--- config.mk ---
export PLATFORM = sky130hd
export DESIGN_NAME = adc_output_formatter
export DESIGN_NICKNAME = d
export VERILOG_FILES = /design/src/fmt_pkg.sv /design/src/sample_coder.sv /design/src/adc_output_formatter.sv
export SDC_FILE = /design/constraint.sdc
export NUM_CORES = 1
export LEC_CHECK = 0
export BUFFER_PORTS_ARGS = -buffer_cell sky130_fd_sc_hd__buf_2
export CAP_MARGIN = 40
export CORE_MARGIN = 1
export CORE_UTILIZATION = 40
export DETAILED_ROUTE_END_ITERATION = 10
export PLACE_DENSITY = 0.72
export SYNTH_ARGS = -nofsm -noshare
export SYNTH_HDL_FRONTEND = slang
export SYNTH_SLANG_ARGS = --single-unit
--- constraint.sdc ---
create_clock -name REF_CLK -period 3.35 [get_ports REF_CLK]
set_input_delay 0 -clock REF_CLK [delete_from_list [all_inputs] [get_ports REF_CLK]]
set_output_delay 0 -clock REF_CLK [all_outputs]
set_load 0.02 [all_outputs]
--- src/fmt_pkg.sv ---
// Register map, field layout and codes of the sample output formatter
package fmt_pkg;

    // ------------------------------------------------------------
    // Widths
    // ------------------------------------------------------------
    localparam int SAMPLE_W = 16;
    localparam int NUM_CONV = 16;
    localparam int CONV_W   = 4;
    localparam int IDX_W    = 10;
    localparam int CTRL_N   = 3;

    typedef logic [SAMPLE_W-1:0] sample_t;
    typedef logic [NUM_CONV-1:0] conv_vec_t;
    typedef logic [IDX_W-1:0]    reg_idx_t;
    typedef logic [3:0]          src_sel_t;
    typedef logic [1:0]          code_sel_t;

    // ------------------------------------------------------------
    // Register indices, byte address is four times the index
    // ------------------------------------------------------------
    localparam reg_idx_t IDX_SAMPLE_CODING = 10'h18A;
    localparam reg_idx_t IDX_ROUTING_LOW   = 10'h18B;
    localparam reg_idx_t IDX_ROUTING_HIGH  = 10'h18C;
    localparam reg_idx_t IDX_OVR_CLEAR_0   = 10'h18D;
    localparam reg_idx_t IDX_OVR_CLEAR_1   = 10'h18E;
    localparam reg_idx_t IDX_OVR_MASK_0    = 10'h1A0;
    localparam reg_idx_t IDX_OVR_MASK_1    = 10'h1A1;

    // ------------------------------------------------------------
    // Field positions
    // ------------------------------------------------------------
    localparam int POS_INVERT    = 2;
    localparam int POS_CODE_LO   = 0;
    localparam int POS_FLAG0_LO  = 0;
    localparam int POS_FLAG1_LO  = 4;
    localparam int POS_FLAG2_LO  = 0;

    // ------------------------------------------------------------
    // Reset values
    // ------------------------------------------------------------
    localparam logic [2:0] RST_SAMPLE_CODING = 3'h0;
    localparam logic [7:0] RST_ROUTING_LOW   = 8'h00;
    localparam logic [3:0] RST_ROUTING_HIGH  = 4'h0;
    localparam conv_vec_t  RST_OVR_MASK      = 16'h0000;

    // ------------------------------------------------------------
    // Codes
    // ------------------------------------------------------------
    localparam code_sel_t CODE_TWOS   = 2'h0;
    localparam code_sel_t CODE_OFFSET = 2'h1;
    localparam code_sel_t CODE_GRAY   = 2'h2;
    localparam src_sel_t  SRC_OVR     = 4'h0;
    localparam src_sel_t  SRC_SYSREF  = 4'h1;

    localparam logic [1:0] HTRANS_NONSEQ = 2'h2;

endpackage

--- src/sample_coder.sv ---
// Inversion and output coding of one converter sample
`timescale 1ns/1ps
module sample_coder
    import fmt_pkg::*;
(
    // Raw sample and settings
    input  wire fmt_pkg::sample_t   raw,
    input  wire logic               invert,
    input  wire fmt_pkg::code_sel_t code,
    // Coded sample
    output      fmt_pkg::sample_t   coded
);
    sample_t inv_s;
    sample_t offs_s;

    always_comb begin
        // Inversion comes before re-coding
        inv_s  = invert ? ~raw : raw;
        offs_s = {~inv_s[SAMPLE_W-1], inv_s[SAMPLE_W-2:0]};
        unique case (code)
            CODE_OFFSET: coded = offs_s;
            CODE_GRAY:   coded = offs_s ^ (offs_s >> 1);
            default:     coded = inv_s;
        endcase
    end
endmodule

--- src/adc_output_formatter.sv ---
// Sample output formatter with AHB-Lite register slave and overrange flags
//
// Operation
// RULE_01: Invert enable set inverts every sample; clear passes samples unchanged.
// RULE_02: Code select 00 two's complement, 01 offset binary, 10 Gray code.
// RULE_03: Reset leaves inversion off and two's complement coding selected.
// RULE_04: Control bit 1 source from upper selector: 00 overrange, 01 SYSREF.
// RULE_05: Control bit 0 source from lower selector: 00 overrange, 01 SYSREF.
// RULE_06: Control bit 2 has its own writable selector in a separate register.
// RULE_07: Overrange sticky flag holds until software writes one to its clear bit.
// RULE_08: Reserved bits read zero, ignore writes; unlisted codes are unsupported.
`timescale 1ns/1ps
module adc_output_formatter
    import fmt_pkg::*;
(
    // Clock and reset
    input  wire logic              REF_CLK,
    input  wire logic              NRST,
    // AHB-Lite slave
    input  wire logic              HSEL,
    input  wire logic [31:0]       HADDR,
    input  wire logic [1:0]        HTRANS,
    input  wire logic              HWRITE,
    input  wire logic [2:0]        HSIZE,
    input  wire logic [31:0]       HWDATA,
    input  wire logic              HREADY,
    output      logic              HREADYOUT,
    output      logic              HRESP,
    output      logic [31:0]       HRDATA,
    // Converter sample stream
    input  wire fmt_pkg::sample_t  SAMPLE_IN,
    input  wire logic              SAMPLE_VALID,
    input  wire logic [CONV_W-1:0] SAMPLE_CONV,
    input  wire logic              SAMPLE_OVR,
    input  wire logic              SYSREF,
    // Formatted stream to the framer
    output      fmt_pkg::sample_t  FMT_SAMPLE,
    output      logic              FMT_VALID,
    output      logic [CTRL_N-1:0] FMT_CTRL,
    // Interrupt
    output      logic              IRQ
);
    import fmt_pkg::*;

    // ------------------------------------------------------------
    // Declarations
    // ------------------------------------------------------------
    logic       wr_pend,      next_wr_pend;
    reg_idx_t   wr_idx,       next_wr_idx;
    logic [2:0] coding_cfg,   next_coding_cfg;
    logic [7:0] route_low,    next_route_low;
    logic [3:0] route_high,   next_route_high;
    conv_vec_t  sticky,       next_sticky;
    conv_vec_t  ovr_mask,     next_ovr_mask;
    conv_vec_t  ovr_set;
    conv_vec_t  ovr_clr;
    logic [31:0] next_hrdata;
    logic        next_irq;
    sample_t     coded;
    src_sel_t    src_sel [CTRL_N];
    logic [CTRL_N-1:0] next_ctrl;
    logic        addr_ok;
    reg_idx_t    addr_idx;
    logic        bus_req;

    // ------------------------------------------------------------
    // AHB-Lite address phase
    // ------------------------------------------------------------
    always_comb begin
        addr_idx     = HADDR[IDX_W+1:2];
        addr_ok      = (HADDR[31:IDX_W+2] == 20'h00000) && (HADDR[1:0] == 2'h0);
        bus_req      = HSEL && HREADY && HTRANS[1];
        next_wr_pend = bus_req && HWRITE && addr_ok;
        next_wr_idx  = addr_idx;
    end

    always_ff @(posedge REF_CLK or negedge NRST) begin
        if (!NRST) begin
            wr_pend <= 1'b0;
            wr_idx  <= 10'h000;
        end else begin
            wr_pend <= next_wr_pend;
            wr_idx  <= next_wr_idx;
        end
    end

    // ------------------------------------------------------------
    // Configuration registers
    // ------------------------------------------------------------
    always_comb begin
        next_coding_cfg = coding_cfg;
        next_route_low  = route_low;
        next_route_high = route_high;
        next_ovr_mask   = ovr_mask;
        if (wr_pend) begin
            unique case (wr_idx)
                // RULE_08 reserved bits dropped
                IDX_SAMPLE_CODING: next_coding_cfg = HWDATA[2:0];
                IDX_ROUTING_LOW:   next_route_low  = HWDATA[7:0];
                // RULE_06 own flag2 register
                IDX_ROUTING_HIGH:  next_route_high = HWDATA[3:0];
                IDX_OVR_MASK_0:    next_ovr_mask[7:0]  = HWDATA[7:0];
                IDX_OVR_MASK_1:    next_ovr_mask[15:8] = HWDATA[7:0];
                default: ;
            endcase
        end
    end

    // RULE_03 zero reset defaults
    always_ff @(posedge REF_CLK or negedge NRST) begin
        if (!NRST) begin
            coding_cfg <= RST_SAMPLE_CODING;
            route_low  <= RST_ROUTING_LOW;
            route_high <= RST_ROUTING_HIGH;
            ovr_mask   <= RST_OVR_MASK;
        end else begin
            coding_cfg <= next_coding_cfg;
            route_low  <= next_route_low;
            route_high <= next_route_high;
            ovr_mask   <= next_ovr_mask;
        end
    end

    // ------------------------------------------------------------
    // Overrange sticky flags and interrupt
    // ------------------------------------------------------------
    always_comb begin
        ovr_set = '0;
        ovr_clr = '0;
        if (SAMPLE_VALID && SAMPLE_OVR) begin
            ovr_set[SAMPLE_CONV] = 1'b1;
        end
        if (wr_pend && wr_idx == IDX_OVR_CLEAR_0) begin
            ovr_clr[7:0] = HWDATA[7:0];
        end
        if (wr_pend && wr_idx == IDX_OVR_CLEAR_1) begin
            ovr_clr[15:8] = HWDATA[7:0];
        end
        // RULE_07 hold until write-one clear, set wins
        next_sticky = (sticky & ~ovr_clr) | ovr_set;
        next_irq    = |(next_sticky & next_ovr_mask);
    end

    always_ff @(posedge REF_CLK or negedge NRST) begin
        if (!NRST) begin
            sticky <= '0;
            IRQ    <= 1'b0;
        end else begin
            sticky <= next_sticky;
            IRQ    <= next_irq;
        end
    end

    // ------------------------------------------------------------
    // Read data, taken from next values so a preceding write shows
    // ------------------------------------------------------------
    always_comb begin
        next_hrdata = HRDATA;
        if (bus_req && !HWRITE) begin
            // RULE_08 reserved and unmapped read zero
            next_hrdata = 32'h00000000;
            if (addr_ok) begin
                unique case (addr_idx)
                    IDX_SAMPLE_CODING: next_hrdata[2:0] = next_coding_cfg;
                    IDX_ROUTING_LOW:   next_hrdata[7:0] = next_route_low;
                    IDX_ROUTING_HIGH:  next_hrdata[3:0] = next_route_high;
                    IDX_OVR_CLEAR_0:   next_hrdata[7:0] = next_sticky[7:0];
                    IDX_OVR_CLEAR_1:   next_hrdata[7:0] = next_sticky[15:8];
                    IDX_OVR_MASK_0:    next_hrdata[7:0] = next_ovr_mask[7:0];
                    IDX_OVR_MASK_1:    next_hrdata[7:0] = next_ovr_mask[15:8];
                    default: ;
                endcase
            end
        end
    end

    always_ff @(posedge REF_CLK or negedge NRST) begin
        if (!NRST) begin
            HRDATA    <= 32'h00000000;
            HREADYOUT <= 1'b1;
            HRESP     <= 1'b0;
        end else begin
            HRDATA    <= next_hrdata;
            HREADYOUT <= 1'b1;
            HRESP     <= 1'b0;
        end
    end

    // ------------------------------------------------------------
    // Sample path
    // ------------------------------------------------------------
    // RULE_01 invert and RULE_02 coding
    sample_coder u_coder (
        .raw    (SAMPLE_IN),
        .invert (coding_cfg[POS_INVERT]),
        .code   (coding_cfg[POS_CODE_LO +: 2]),
        .coded  (coded)
    );

    assign src_sel[0] = route_low[POS_FLAG0_LO +: 4];
    assign src_sel[1] = route_low[POS_FLAG1_LO +: 4];
    assign src_sel[2] = route_high[POS_FLAG2_LO +: 4];

    // RULE_04 RULE_05 RULE_06 control bit muxes
    for (genvar g = 0; g < CTRL_N; g++) begin : g_ctrl
        always_comb begin
            unique case (src_sel[g])
                SRC_OVR:    next_ctrl[g] = SAMPLE_OVR;
                SRC_SYSREF: next_ctrl[g] = SYSREF;
                default:    next_ctrl[g] = 1'b0;
            endcase
        end
    end

    always_ff @(posedge REF_CLK or negedge NRST) begin
        if (!NRST) begin
            FMT_SAMPLE <= '0;
            FMT_VALID  <= 1'b0;
            FMT_CTRL   <= '0;
        end else begin
            FMT_SAMPLE <= SAMPLE_VALID ? coded : FMT_SAMPLE;
            FMT_VALID  <= SAMPLE_VALID;
            FMT_CTRL   <= SAMPLE_VALID ? next_ctrl : FMT_CTRL;
        end
    end

    logic first_cyc;
    always_ff @(posedge REF_CLK or negedge NRST) begin
        if (!NRST) begin
            first_cyc <= 1'b1;
        end else begin
            first_cyc <= 1'b0;
        end
    end
endmodule

-- Word-level counts from Yosys, hierarchy flattened
Index checks and enable logic that the tools add are counted.
- register bits: 87
- bits of input ports: 97
- output and inout port bits: 55
- logic and storage cells: 80
- $lt $le $gt $ge: 2
- equality and inequality tests: 19
- multiplexer cells: 23
- bitwise logic cells: 7
- reductions and logical operators: 17
- operators with widths (cell ; count):
    equality test 10 x 9 -> 1 bit (second input constant) ; 14
    2-to-1 mux 8 bit ; 7
    2-to-1 mux 16 bit ; 3
    AND 16 bit ; 2
    inverter 16 bit ; 2
    case mux 16 bit (2 select lines) ; 1
    case mux 3 bit (7 select lines) ; 1
    zero test 20 bit ; 1
    case mux 4 bit (5 select lines) ; 1
    OR 16 bit ; 1
    OR reduction 16 bit ; 1
    bitwise XOR 16 x 15 -> 16 bit ; 1
    equality test 4 x 1 -> 1 bit (second input constant) ; 3
    zero test 4 bit ; 3
    logical AND 1 bit ; 10
    2-to-1 mux 4 bit ; 2
    2-to-1 mux 3 bit ; 2
    case mux 1 bit (2 select lines) ; 3
    case mux 1 bit (6 select lines) ; 1
    less-than comparator 4 x 5 -> 1 bit (second input constant) ; 1
    demux 1 bit (select 4 bit) ; 1
    >= comparator 4 x 1 -> 1 bit (second input constant) ; 1
    equality test 2 x 1 -> 1 bit (second input constant) ; 1
    equality test 2 bit (second input constant) ; 1
    4 further kinds ; 4

-- Longest topological paths before layout
Gate-level depths: netlist of the first run.
- depth in word-level cells: 8
- gate-level depth with buffers: 8
- mapped depth without buffers: 7

-- Cells and area by module
From an unflattened synthesis of the first run, not the netlist that was laid out.
- cell total of the unflattened synthesis: 462
- area, all modules: 4753.3 µm²
- by module, submodules not included (module ; times used ; cells each ; area each (µm²) ; seq. area each (µm²)):
    adc_output_formatter ; 1 ; 403 ; 4264.1 ; 2177.1
    sample_coder ; 1 ; 59 ; 489.2 ; 0.0

-- Least setup slack after synthesis of the first run
No wires, ideal clock.
- path kind: register to register
- start: reg wr_idx[3]
- end: reg IRQ
- setup time: 140 ps
- arrival time: 2360 ps
- required time: 3210 ps
- setup slack: 849 ps
- cell stages (with the launch flop): 8
- buffers on the path: 1
- clock period less this slack: 2501 ps
- cell sequence: dfrtp_1 -> or3b_1 -> clkbuf_1 -> nor4_4 -> mux2_2 -> a2bb2o_1 -> a221oi_1 -> nand4_1
- elaborated cells between the ends (all ways): 16
- classes of those cells: 4 x eq/ne; 5 x mux; 4 x bitwise; 3 x reduce/logical
- RTL lines (item ; RTL line ; text):
    start, declared ; adc_output_formatter.sv:49 ; reg_idx_t wr_idx, next_wr_idx;
    start signal, assigned ; adc_output_formatter.sv:83 ; wr_idx <= next_wr_idx;
    equality test 10 x 9 -> 1 bit ; adc_output_formatter.sv:96 ; unique case (wr_idx)
    2-to-1 mux 8 bit ; adc_output_formatter.sv:96 ;
    2-to-1 mux 16 bit ; adc_output_formatter.sv:95 ; if (wr_pend) begin
    via next_ovr_mask[8] ; adc_output_formatter.sv:54 ; conv_vec_t ovr_mask, next_ovr_mask;
    AND 16 bit ; adc_output_formatter.sv:141 ; next_irq = |(next_sticky & next_ovr_mask);
    OR reduction 16 bit ; adc_output_formatter.sv:141 ;
    via next_irq ; adc_output_formatter.sv:58 ; logic next_irq;
    end signal, assigned ; adc_output_formatter.sv:150 ; IRQ <= next_irq;
    end, declared ; adc_output_formatter.sv:41 ; output logic IRQ
The timed path passes the listed nets, and every way through them passes these cells.
A chain may end at the register's enable or synchronous reset.

-- Final worst setup path of the first run
- start: reg wr_idx[4]
- end: reg IRQ
- longest elaborated chain between the ends: 8
- elaborated cells between the ends (all ways): 16
- classes of those cells: 4 x eq/ne; 5 x mux; 4 x bitwise; 3 x reduce/logical
- ends and longest elaborated chain (item ; RTL line ; text):
    equality test 10 x 9 -> 1 bit, on equally long branches ; adc_output_formatter.sv:133, adc_output_formatter.sv:136 ;
    logical AND 1 bit, on equally long branches ; adc_output_formatter.sv:133, adc_output_formatter.sv:136 ;
    2-to-1 mux 8 bit, on equally long branches ; adc_output_formatter.sv:133, adc_output_formatter.sv:136 ;
    inverter 16 bit ; adc_output_formatter.sv:140 ; next_sticky = (sticky & ~ovr_clr) | ovr_set;
    AND 16 bit ; adc_output_formatter.sv:140 ;
    OR 16 bit ; adc_output_formatter.sv:140 ;
    AND 16 bit (*) ; adc_output_formatter.sv:141 ;
    OR reduction 16 bit (*) ; adc_output_formatter.sv:141 ;
    via next_irq ; adc_output_formatter.sv:58 ;
The timed path passes the listed nets; every way through them passes the cells marked *.

==> results of run 1 <==
-- logic make-up (layout without fill, tap and decap cells) --
family | after synthesis | in the layout | share of synthesized area, %
XOR/XNOR | 2 | 2 | 0.364
other | 2 | 26 | 0.156
multiplexers | 38 | 38 | 8.81
AO/OA/AOI/OAI | 135 | 135 | 20.1
flip-flops | 87 | 87 | 45.2
adder cells (fa/ha/maj) | 2 | 2 | 0.520
buffers and inverters | 73 | 166 | 8.08
AND/OR/NAND/NOR | 139 | 139 | 16.7
-- cells in the mapped netlist (3+ instances only) --
library cell	count	share of area [%]
nor4_1	10	1.3
clkbuf_1	13	1.0
or3_1	3	0.39
dfrtp_1	87	45
buf_4	26	4.1
o22ai_1	12	1.6
a21o_1	5	0.78
mux2_2	27	6.3
o21ai_0	29	3.0
o211ai_1	14	2.2
a22o_1	4	0.73
nor2_1	23	1.8
nor4b_1	6	1.1
nor2b_1	5	0.65
nor3_1	6	0.62
o221a_2	7	1.6
a31oi_1	3	0.39
a21oi_1	28	2.9
nand4b_1	4	0.73
nand3_1	5	0.52
nand2b_1	8	1.0
nand2_1	43	3.4
buf_1	3	0.23
o2bb2ai_1	4	0.73
a221oi_1	4	0.73
inv_1	27	2.1
o32ai_1	3	0.55
nand4_1	5	0.65
a22oi_1	3	0.47
o22a_1	4	0.73
mux2i_1	9	1.9
-- worst max-delay path: cells and delay by family (launching register included) --
family             cells  cell delay (ns)
AOI/OAI and AO/OA      3             0.88
DFF                    1             0.35
and+or+nand+nor        3             1.55
-- layout by cell type (no fill, tap or decap), drive strengths merged, types with 6 or more instances in the layout --
cell	netlist	final
buf	33	105
dfrtp	87	87
nand2	43	43
inv	27	32
o21ai	31	31
mux2	29	29
a21oi	28	28
conb	2	26
nor2	23	23
dlygate4sd3	0	18
o211ai	14	14
nor4	13	13
o22ai	12	12
mux2i	9	9
clkbuf	13	9
nand2b	8	8
o221a	7	7
nor3	6	6
nor4b	6	6
-- power by group --
| part | switching (W) | internal (W) |
|---|---|---|
| clock network | 0.000456 | 0.000595 |
| logic | 0.000245 | 0.000140 |
| registers | 0.0000294 | 0.00111 |
| total | 0.000731 | 0.00184 |
-- state kept, by name (all words and copies together) (netlist names) --
| register | cells |
|---|---|
| FMT_SAMPLE | 16 |
| ovr_mask | 16 |
| sticky | 16 |
| wr_idx | 10 |
| HRDATA | 8 |
| route_low | 8 |
| route_high | 4 |
| FMT_CTRL | 3 |
| coding_cfg | 3 |
| FMT_VALID | 1 |
| IRQ | 1 |
| wr_pend | 1 |
-- through the flow --
stage / power [W] / utilization (%) / instance area [µm²]
global route: 0.00269 / 50.6 / 5850
floorplan: 0.00139 / - / 4900
finish: 0.00257 / 50.6 / 5850
detailed placement: 0.00153 / 46.4 / 5360
CTS: 0.00260 / 50.6 / 5850
global placement: 0.00151 / 46.0 / 5320
-- per-layer routing --
metal  track usage (%)  routed length (µm)  vias to the layer above
li1                  -                   -                     1939
met1              26.8                5450                     1965
met2              34.0                5700                      175
met3              3.59                 716                       22
met4              7.66                 286                        0
met5                 0                   0                        -
-- path summary, 6_finish.rpt --
check / end / slack [ns]
setup / recovery: IRQ / 0.41
hold / removal: FMT_SAMPLE[14] / 0.02
min in group asynchronous: FMT_SAMPLE[3] / 0.09
max in group asynchronous: HRDATA[7] / 2.64
hold reg to reg: FMT_CTRL[2] / 0.51
setup reg to reg: IRQ / 0.41
-- layout make-up --
| cell class | instances | area (µm²) |
|---|---|---|
| Fill cell | 1058 | 5710 |
| Multi-Input combinational cell | 342 | 2340 |
| Sequential cell | 87 | 2180 |
| Timing Repair Buffer | 123 | 748 |
| Clock buffer | 9 | 225 |
| Tap cell | 143 | 179 |
| Inverter | 27 | 101 |
| Clock inverter | 7 | 83.8 |
==> results.sh, run 1 <==
export IMPL_status="finished with violations"
export IMPL_violations="DRC"
export IMPL_worstSetupPathType="flop to flop"
export IMPL_die_height_um=112
export IMPL_worstHoldPathType="primary input to flop"
export IMPL_core_area_um2=11600
export IMPL_place_gp_congestion=0.843
export IMPL_via_per_inst=5.56
export IMPL_grt_total_usage_pct=20.5
export IMPL_maxCapViolCount=0
export IMPL_synth_area_per_cell_um2=10.1
export IMPL_root_buffer="clkbuf_16"
export IMPL_first_global_vias=4055
export IMPL_power_density_nw_per_um2=440
export IMPL_hold_viol_final=0
export IMPL_slew_viol_final=0
export IMPL_critPathMaxFanout=11
export IMPL_clk_pin_slew_ns=0.07
export IMPL_cellLeakagePower_nw=2.72
export IMPL_vias=4101
export IMPL_async_reset_ff_share_pct=100
export IMPL_syn_cell_area_um2=4810
export IMPL_antenna_left=0
export IMPL_ctsHtreeMaxLevel=3
export IMPL_hold_ws_ns=0.0154
export IMPL_die_x_um=112
export IMPL_place_hpwl_mm=9.01
export IMPL_cp_required_ns=3.54
export IMPL_drive_gt1_share_pct=28.9
export IMPL_grt_pass1_wl_mm=20.0
export IMPL_synth_edf_count=0
export IMPL_cts_tree="yes"
export IMPL_fin_cells=738
export IMPL_cts_sinks=87
export IMPL_dp_cells=704
export IMPL_pre_cts_ws_ns=0.441
export IMPL_first_iter_violations=271
export IMPL_numPortBuffers=97
export IMPL_final_nets=689
export IMPL_antenna_cells=0
export IMPL_synth_ff_type="dfrtp_1"
export IMPL_num_rows=39
export IMPL_wl_per_cell_um=16.5
export IMPL_ioPinCount=152
export IMPL_post_route_min_period_ns=2.94
export IMPL_finalClockSkew_ns=0.00856
export IMPL_postCtsSetupRepairBufs=0
export IMPL_relSlewSlack_pct=49.1
export IMPL_synth_seq_cells=87
export IMPL_synthToLayoutAreaGrowth_pct=21.6
export IMPL_critical_path_arrival_ns=3.14
export IMPL_hp_start="SAMPLE_IN[14]"
export IMPL_dieArea_um2=12500
export IMPL_worst_pin_slew_ns=0.758
export IMPL_hold_path_depth=4
export IMPL_synthCells=478
export IMPL_rsz0062_at_grt="false"
export IMPL_setup_viol=0
export IMPL_worstPathCellList="or3b_1 -> or4_1 -> o22ai_1 -> a2bb2o_1 -> a221oi_1 -> nand4_1"
export IMPL_end_kind="flop"
export IMPL_detail_route_first_pass_iterations=8
export IMPL_cts_made_buffers=9
export IMPL_clk_path_buf_depth=2
export IMPL_grt_max_degree=66
export IMPL_r2r_cells=6
export IMPL_drcViolationCount=12
export IMPL_cp_slowest_cell="or4_1"
export IMPL_vdd_drop_max_mv=0.234
export IMPL_rr_startpoint="wr_idx[4]"
export IMPL_post_cts_resized=0
export IMPL_synth_cell_type_count=61
export IMPL_critPathLaunchType="flop"
export IMPL_fmax_ghz=0.340
export IMPL_overflow=0
export IMPL_routed_wirelength_mm=12.2
export IMPL_synth_warnings=0
export IMPL_setup_ws_ns=0.406
export IMPL_startpoint="wr_idx[4]"
export IMPL_ys_seq_area_share_pct=45.2
export IMPL_timing_critical_path_slowest_cell_delay_ns=0.77
export IMPL_worstSkewPairLatency_ns=0.35
export IMPL_cts_hold_buf=18
export IMPL_antenna_found_initial=0
export IMPL_fin_setup_tns_ns=0
export IMPL_start_util_pct=41.6
export IMPL_finalCritPeriodShare_pct=87.9
Power figures use the tool's default switching activity.
==> run 2, diff against run 1 <==
==> constraint.sdc (replaced) <==
create_clock -name REF_CLK -period 3.15 [get_ports REF_CLK]
set_input_delay 0 -clock REF_CLK [delete_from_list [all_inputs] [get_ports REF_CLK]]
set_output_delay 0 -clock REF_CLK [all_outputs]
set_load 0.02 [all_outputs]
==> run 2 against run 1 <==
The run still ends with DRC left. Sequential share of layout area is essentially flat. Count of clock-buffer cells in the layout unchanged. Clock power about the same. Utilization down 0.065 points. Combinational power increased by 6.5%. Critical endpoint unchanged. Highest routed layer unchanged.
==> results.sh, run 2 (synthesized netlist as in run 1, its figures left out) <==
export IMPL_status="finished with violations"
export IMPL_violations="DRC"
export IMPL_timing_critical_path_slowest_cell_delay_ns=0.74
export IMPL_finalCritPeriodShare_pct=88.9
export IMPL_via_per_inst=5.62
export IMPL_final_nets=690
export IMPL_core_area_um2=11600
export IMPL_grt_pass1_wl_mm=20.4
export IMPL_fin_setup_tns_ns=0
export IMPL_first_iter_violations=296
export IMPL_overflow=0
export IMPL_place_hpwl_mm=9.16
export IMPL_first_global_vias=4094
export IMPL_cts_tree="yes"
export IMPL_cts_sinks=87
export IMPL_num_rows=39
export IMPL_regArea_um2=2180
export IMPL_fmax_ghz=0.357
export IMPL_worstHoldPathType="primary input to flop"
export IMPL_rr_startpoint="wr_idx[4]"
export IMPL_reg2reg_to="IRQ"
export IMPL_setup_viol=0
export IMPL_cp_depth=6
export IMPL_wl_per_cell_um=16.8
export IMPL_cp_top_family="simple AND/OR/NAND/NOR gates"
export IMPL_post_route_min_period_ns=2.80
export IMPL_relSlewSlack_pct=45.5
export IMPL_routed_wirelength_mm=12.4
export IMPL_die_x_um=112
export IMPL_critPathLaunchType="flop"
export IMPL_switching_share_pct=29.4
export IMPL_met3_length_um=746
export IMPL_top_layer="met4"
export IMPL_numPortBuffers=97
export IMPL_p_int_w=0.00189
export IMPL_ioPinCount=152
export IMPL_vias=4151
export IMPL_clk_path_buf_depth=2
export IMPL_layout_common_cells="96 x buf_2, 87 x dfrtp_1, 43 x nand2_1, 29 x o21ai_0, 28 x a21oi_1"
export IMPL_cp_slowest_cell="or4_1"
export IMPL_power_density_nw_per_um2=457
export IMPL_ctsHtreeMaxLevel=3
export IMPL_cp_required_ns=3.35
export IMPL_reg2reg_setup_slack_ns=0.35
export IMPL_critPathMaxFanout=8
export IMPL_r2r_cells=6
export IMPL_end_kind="flop"
export IMPL_drive_gt1_share_pct=29.2
export IMPL_p_sw_w=0.000786
export IMPL_worstSkewPairLatency_ns=0.35
export IMPL_dieArea_um2=12500
export IMPL_antenna_found_initial=0
export IMPL_synthToLayoutAreaGrowth_pct=21.4
export IMPL_worstSetupPathType="flop to flop"
export IMPL_cellLeakagePower_nw=2.71
export IMPL_die_height_um=112
export IMPL_slew_viol_final=0
export IMPL_root_buffer="clkbuf_16"
export IMPL_hold_ws_ns=0.00971
export IMPL_worstPathCellList="or3b_1 -> or4_1 -> o22ai_1 -> a2bb2o_1 -> a221oi_1 -> nand4_1"
export IMPL_rsz0062_at_grt="false"
export IMPL_detail_route_first_pass_iterations=8
export IMPL_mostFrequentLayoutCell="buf_2"
export IMPL_fin_cells=739
export IMPL_critical_path_arrival_ns=3.01
export IMPL_clk_pin_slew_ns=0.07
export IMPL_start_util_pct=41.6
export IMPL_critPathBufInv=0
export IMPL_met1_length_mm=5.53
export IMPL_worst_pin_slew_ns=0.811
export IMPL_vdd_drop_max_mv=0.341
export IMPL_dp_cells=706
export IMPL_hold_viol_final=0
export IMPL_post_cts_resized=0
export IMPL_grt_max_degree=60
export IMPL_p_seq_share_pct=45.3
export IMPL_startpoint="wr_idx[4]"
export IMPL_postCtsSetupRepairBufs=0
export IMPL_finalClockSkew_ns=0.0149
export IMPL_antenna_left=0
export IMPL_place_gp_congestion=0.854
export IMPL_crit_path_end="IRQ"
export IMPL_multi_input_area_um2=2340
export IMPL_clkPwrFrac_pct=39.3
export IMPL_drcViolationCount=12
export IMPL_antenna_cells=0
export IMPL_maxCapViolCount=0
export IMPL_nFillCells=1043
export IMPL_wl_met2_mm=5.81
export IMPL_power_w=0.00267
export IMPL_postLayoutCoreUtil_pct=50.5
export IMPL_cts_made_buffers=9
export IMPL_grt_total_usage_pct=20.7
export IMPL_pwr_share_comb_pct=15.3
export IMPL_reg_largest_list="FMT_SAMPLE: 16 flops, ovr_mask: 16 flops, sticky: 16 flops"
## run 2: through the flow
step,cell area (µm²),setup slack [ns]
after global placement,5340,0.379
after global routing,5840,0.213
after CTS,5840,0.326
final,5840,0.349
after floorplan,4900,0.649
after detailed placement,5380,0.329
## run 2: final cells by class
cell class	count	share of cell area [%]
Multi-Input combinational cell	342	40.0
Sequential cell	87	37.3
Tap cell	143	3.06
Clock inverter	7	1.22
Timing Repair Buffer	124	12.9
Clock buffer	9	3.85
Inverter	27	1.73
## run 2: per-layer routing
layer | track usage, % | up-vias
li1 | - | 1946
met1 | 27.0 | 1979
met2 | 33.9 | 202
met3 | 3.65 | 24
met4 | 9.01 | 0
met5 | 0 | -
## run 2: what timing repair did
action | in CTS | in global routing
hold buffers | 17 | 0
hold endpoints to repair | 81 | 0
setup endpoints to repair | 0 | 0
## run 2: worst min path at each step
stage | from | endpoint | slack [ns] | cells past startpoint
after floorplan | NRST | FMT_CTRL[0] | -0.30 | 0
after global placement | HADDR[9] | wr_idx[7] | 0.12 | 1
after detailed placement | NRST | FMT_SAMPLE[3] | -0.04 | 1
after CTS | SAMPLE_IN[0] | FMT_SAMPLE[0] | 0.002 | 4
after global routing | HWDATA[4] | ovr_mask[12] | 0.04 | 3
final | SAMPLE_IN[0] | FMT_SAMPLE[0] | 0.01 | 4
## run 2: power groups by stage
stage	sequential [W]	clock, W	combinational (W)
final	0.00121	0.00105	0.000409
after detailed placement	0.00123	0	0.000393
after global placement	0.00123	0	0.000377
after global routing	0.00122	0.00112	0.000448
after CTS	0.00121	0.00108	0.000408
after floorplan	0.00126	0	0.000213
## run 2: worst min-delay path, stage by stage
cell and delay [ns]:
buf_2 0.09, o211ai_1 0.07, o21ai_0 0.08, a21oi_1 0.07
==> run 3, diff against run 2 <==
--- a/config.mk
+++ b/config.mk
@@ -5,7 +5,7 @@
 export SDC_FILE = /design/constraint.sdc
 export NUM_CORES = 1
 export LEC_CHECK = 0
-export BUFFER_PORTS_ARGS = -buffer_cell sky130_fd_sc_hd__buf_2
+export BUFFER_PORTS_ARGS = -buffer_cell sky130_fd_sc_hd__buf_4
 export CAP_MARGIN = 40
 export CORE_MARGIN = 1
 export CORE_UTILIZATION = 40
==> run 3 against run 2 <==
The flow still finishes with violations (DRC). Critical path depth stayed put. Setup slack worse by 0.093 ns. Power is 3.7% higher. Clock skew is 0.0073 ns lower. Via count is 0.99% higher. Maximum frequency is 3.2% lower.
==> results.sh, run 3 (synthesized netlist as in run 1, its figures left out) <==
export IMPL_cts_made_buffers=9
export IMPL_p_seq_share_pct=43.8
export IMPL_first_iter_violations=375
export IMPL_wl_per_cell_um=16.9
export IMPL_multi_input_area_um2=2340
export IMPL_die_x_um=112
export IMPL_drive_gt1_share_pct=28.7
export IMPL_grt_max_degree=53
export IMPL_place_gp_congestion=0.861
export IMPL_p_int_w=0.00202
export IMPL_worstSetupPathType="flop to flop"
export IMPL_cts_sinks=87
export IMPL_critPathLaunchType="flop"
export IMPL_worstHoldPathType="primary input to flop"
export IMPL_grt_total_usage_pct=20.8
export IMPL_clk_pin_slew_ns=0.07
export IMPL_vdd_drop_max_mv=0.238
export IMPL_end_kind="flop"
export IMPL_slew_viol_final=0
export IMPL_cellLeakagePower_nw=2.82
export IMPL_antenna_cells=0
export IMPL_num_rows=39
export IMPL_final_nets=697
export IMPL_hold_viol_final=0
export IMPL_worstSkewPairLatency_ns=0.34
export IMPL_finalCritPeriodShare_pct=91.9
export IMPL_violations="DRC"
export IMPL_postCtsSetupRepairBufs=0
export IMPL_timing_critical_path_slowest_cell_delay_ns=0.76
export IMPL_antenna_found_initial=0
export IMPL_post_cts_resized=0
export IMPL_via_per_inst=5.62
export IMPL_layout_common_cells="106 x buf_4, 87 x dfrtp_1, 43 x nand2_1, 29 x o21ai_0, 28 x a21oi_1"
export IMPL_nFillCells=1064
export IMPL_synthToLayoutAreaGrowth_pct=28.1
export IMPL_hold_ws_ns=0.0108
export IMPL_antenna_left=0
export IMPL_hp_start="SAMPLE_IN[10]"
export IMPL_place_hpwl_mm=9.33
export IMPL_start_util_pct=41.6
export IMPL_relSlewSlack_pct=50.2
export IMPL_rr_startpoint="wr_idx[4]"
export IMPL_overflow=0
export IMPL_finalClockSkew_ns=0.00760
export IMPL_routed_wirelength_mm=12.6
export IMPL_first_global_vias=4082
export IMPL_setup_ws_ns=0.256
export IMPL_cp_required_ns=3.34
export IMPL_vias=4192
export IMPL_pwr_share_comb_pct=16.6
export IMPL_hold_path_depth=4
export IMPL_worst_pin_slew_ns=0.741
export IMPL_root_buffer="clkbuf_16"
export IMPL_rsz0062_at_grt="false"
export IMPL_power_w=0.00277
export IMPL_dieArea_um2=12500
export IMPL_p_sw_w=0.000751
export IMPL_reg2reg_setup_slack_ns=0.26
export IMPL_fin_setup_tns_ns=0
export IMPL_holdPathEnd="FMT_SAMPLE[10]"
export IMPL_setup_viol=0
export IMPL_regArea_um2=2180
export IMPL_ioPinCount=152
export IMPL_cts_tree="yes"
export IMPL_r2r_cells=6
export IMPL_cp_slowest_cell="or4_1"
export IMPL_drcViolationCount=12
export IMPL_mostFrequentLayoutCell="buf_4"
export IMPL_grt_pass1_wl_mm=20.4
export IMPL_power_density_nw_per_um2=449
export IMPL_clk_path_buf_depth=2
export IMPL_numPortBuffers=97
export IMPL_core_area_um2=11600
export IMPL_die_height_um=112
export IMPL_pre_cts_ws_ns=0.339
export IMPL_maxCapViolCount=0
export IMPL_fmax_ghz=0.346
export IMPL_critical_path_arrival_ns=3.08
export IMPL_status="finished with violations"
export IMPL_clkPwrFrac_pct=39.6
export IMPL_worstPathCellList="or3b_1 -> or4_1 -> o22ai_1 -> a2bb2o_1 -> a221oi_1 -> nand4_1"
export IMPL_ctsHtreeMaxLevel=3
export IMPL_reg_largest_list="FMT_SAMPLE: 16 flops, ovr_mask: 16 flops, sticky: 16 flops"
export IMPL_detail_route_first_pass_iterations=8
export IMPL_post_route_min_period_ns=2.89
export IMPL_switching_share_pct=27.1
export IMPL_reg2reg_to="IRQ"
export IMPL_critPathMaxFanout=8
==> run 3: cell type report <==
class	count	share of cell area, %
inverter	27	1.64
clock inverter	5	1.06
sequential	87	35.3
clock buffer	11	3.94
tap	143	2.90
multi-input combinational	342	37.9
timing repair buffer	131	17.2
==> run 3: power groups by stage <==
stage / Sequential [W] / Clock [W] / Combinational, W
4_1_cts: 0.00121 / 0.00112 / 0.000457
3_5_place_dp: 0.00123 / 0 / 0.000434
3_3_place_gp: 0.00123 / 0 / 0.000419
5_1_grt: 0.00122 / 0.00117 / 0.000496
6_report: 0.00121 / 0.00110 / 0.000459
2_1_floorplan: 0.00126 / 0 / 0.000213
==> run 3: metrics by stage <==
stage          cell area (µm²)  utilization (%)  instances
6_report                  6170             53.3        746
5_1_grt                   6170             53.3        746
4_1_cts                   6170             53.3        746
3_5_place_dp              5620             48.6        706
3_3_place_gp              5580             48.3        704
2_1_floorplan             4900                -        502
==> run 3: critical path, delay by kind of cell, from the launching register on <==
kind / cells / cell delay, ns
AO/OA/AOI/OAI: 3 / 0.92
AND/OR/NAND/NOR: 3 / 1.46
flip-flops: 1 / 0.36
==> run 3: worst max-delay path by stage <==
stage / end / from / slack, ns / cells after the start
floorplan: IRQ / wr_idx[3] / 0.65 / 7
global route: IRQ / wr_idx[4] / 0.13 / 6
CTS: IRQ / wr_idx[4] / 0.31 / 6
finish: IRQ / wr_idx[4] / 0.26 / 6
detailed placement: IRQ / wr_idx[4] / 0.34 / 6
global placement: IRQ / wr_idx[4] / 0.36 / 6
==> run 3: routing by layer <==
| metal | routed length [µm] | vias up | GRT usage [%] |
|---|---|---|---|
| li1 | - | 1949 | - |
| met5 | 0 | - | 0 |
| met2 | 6110 | 211 | 34.8 |
| met4 | 197 | 0 | 7.48 |
| met1 | 5490 | 2014 | 27.2 |
| met3 | 836 | 18 | 3.32 |
==> run 3: what timing repair did <==
action / in CTS / in global routing
endpoints found under the setup margin: 0 / 0
hold buffers: 24 / 0
hold endpoints to repair: 64 / 0
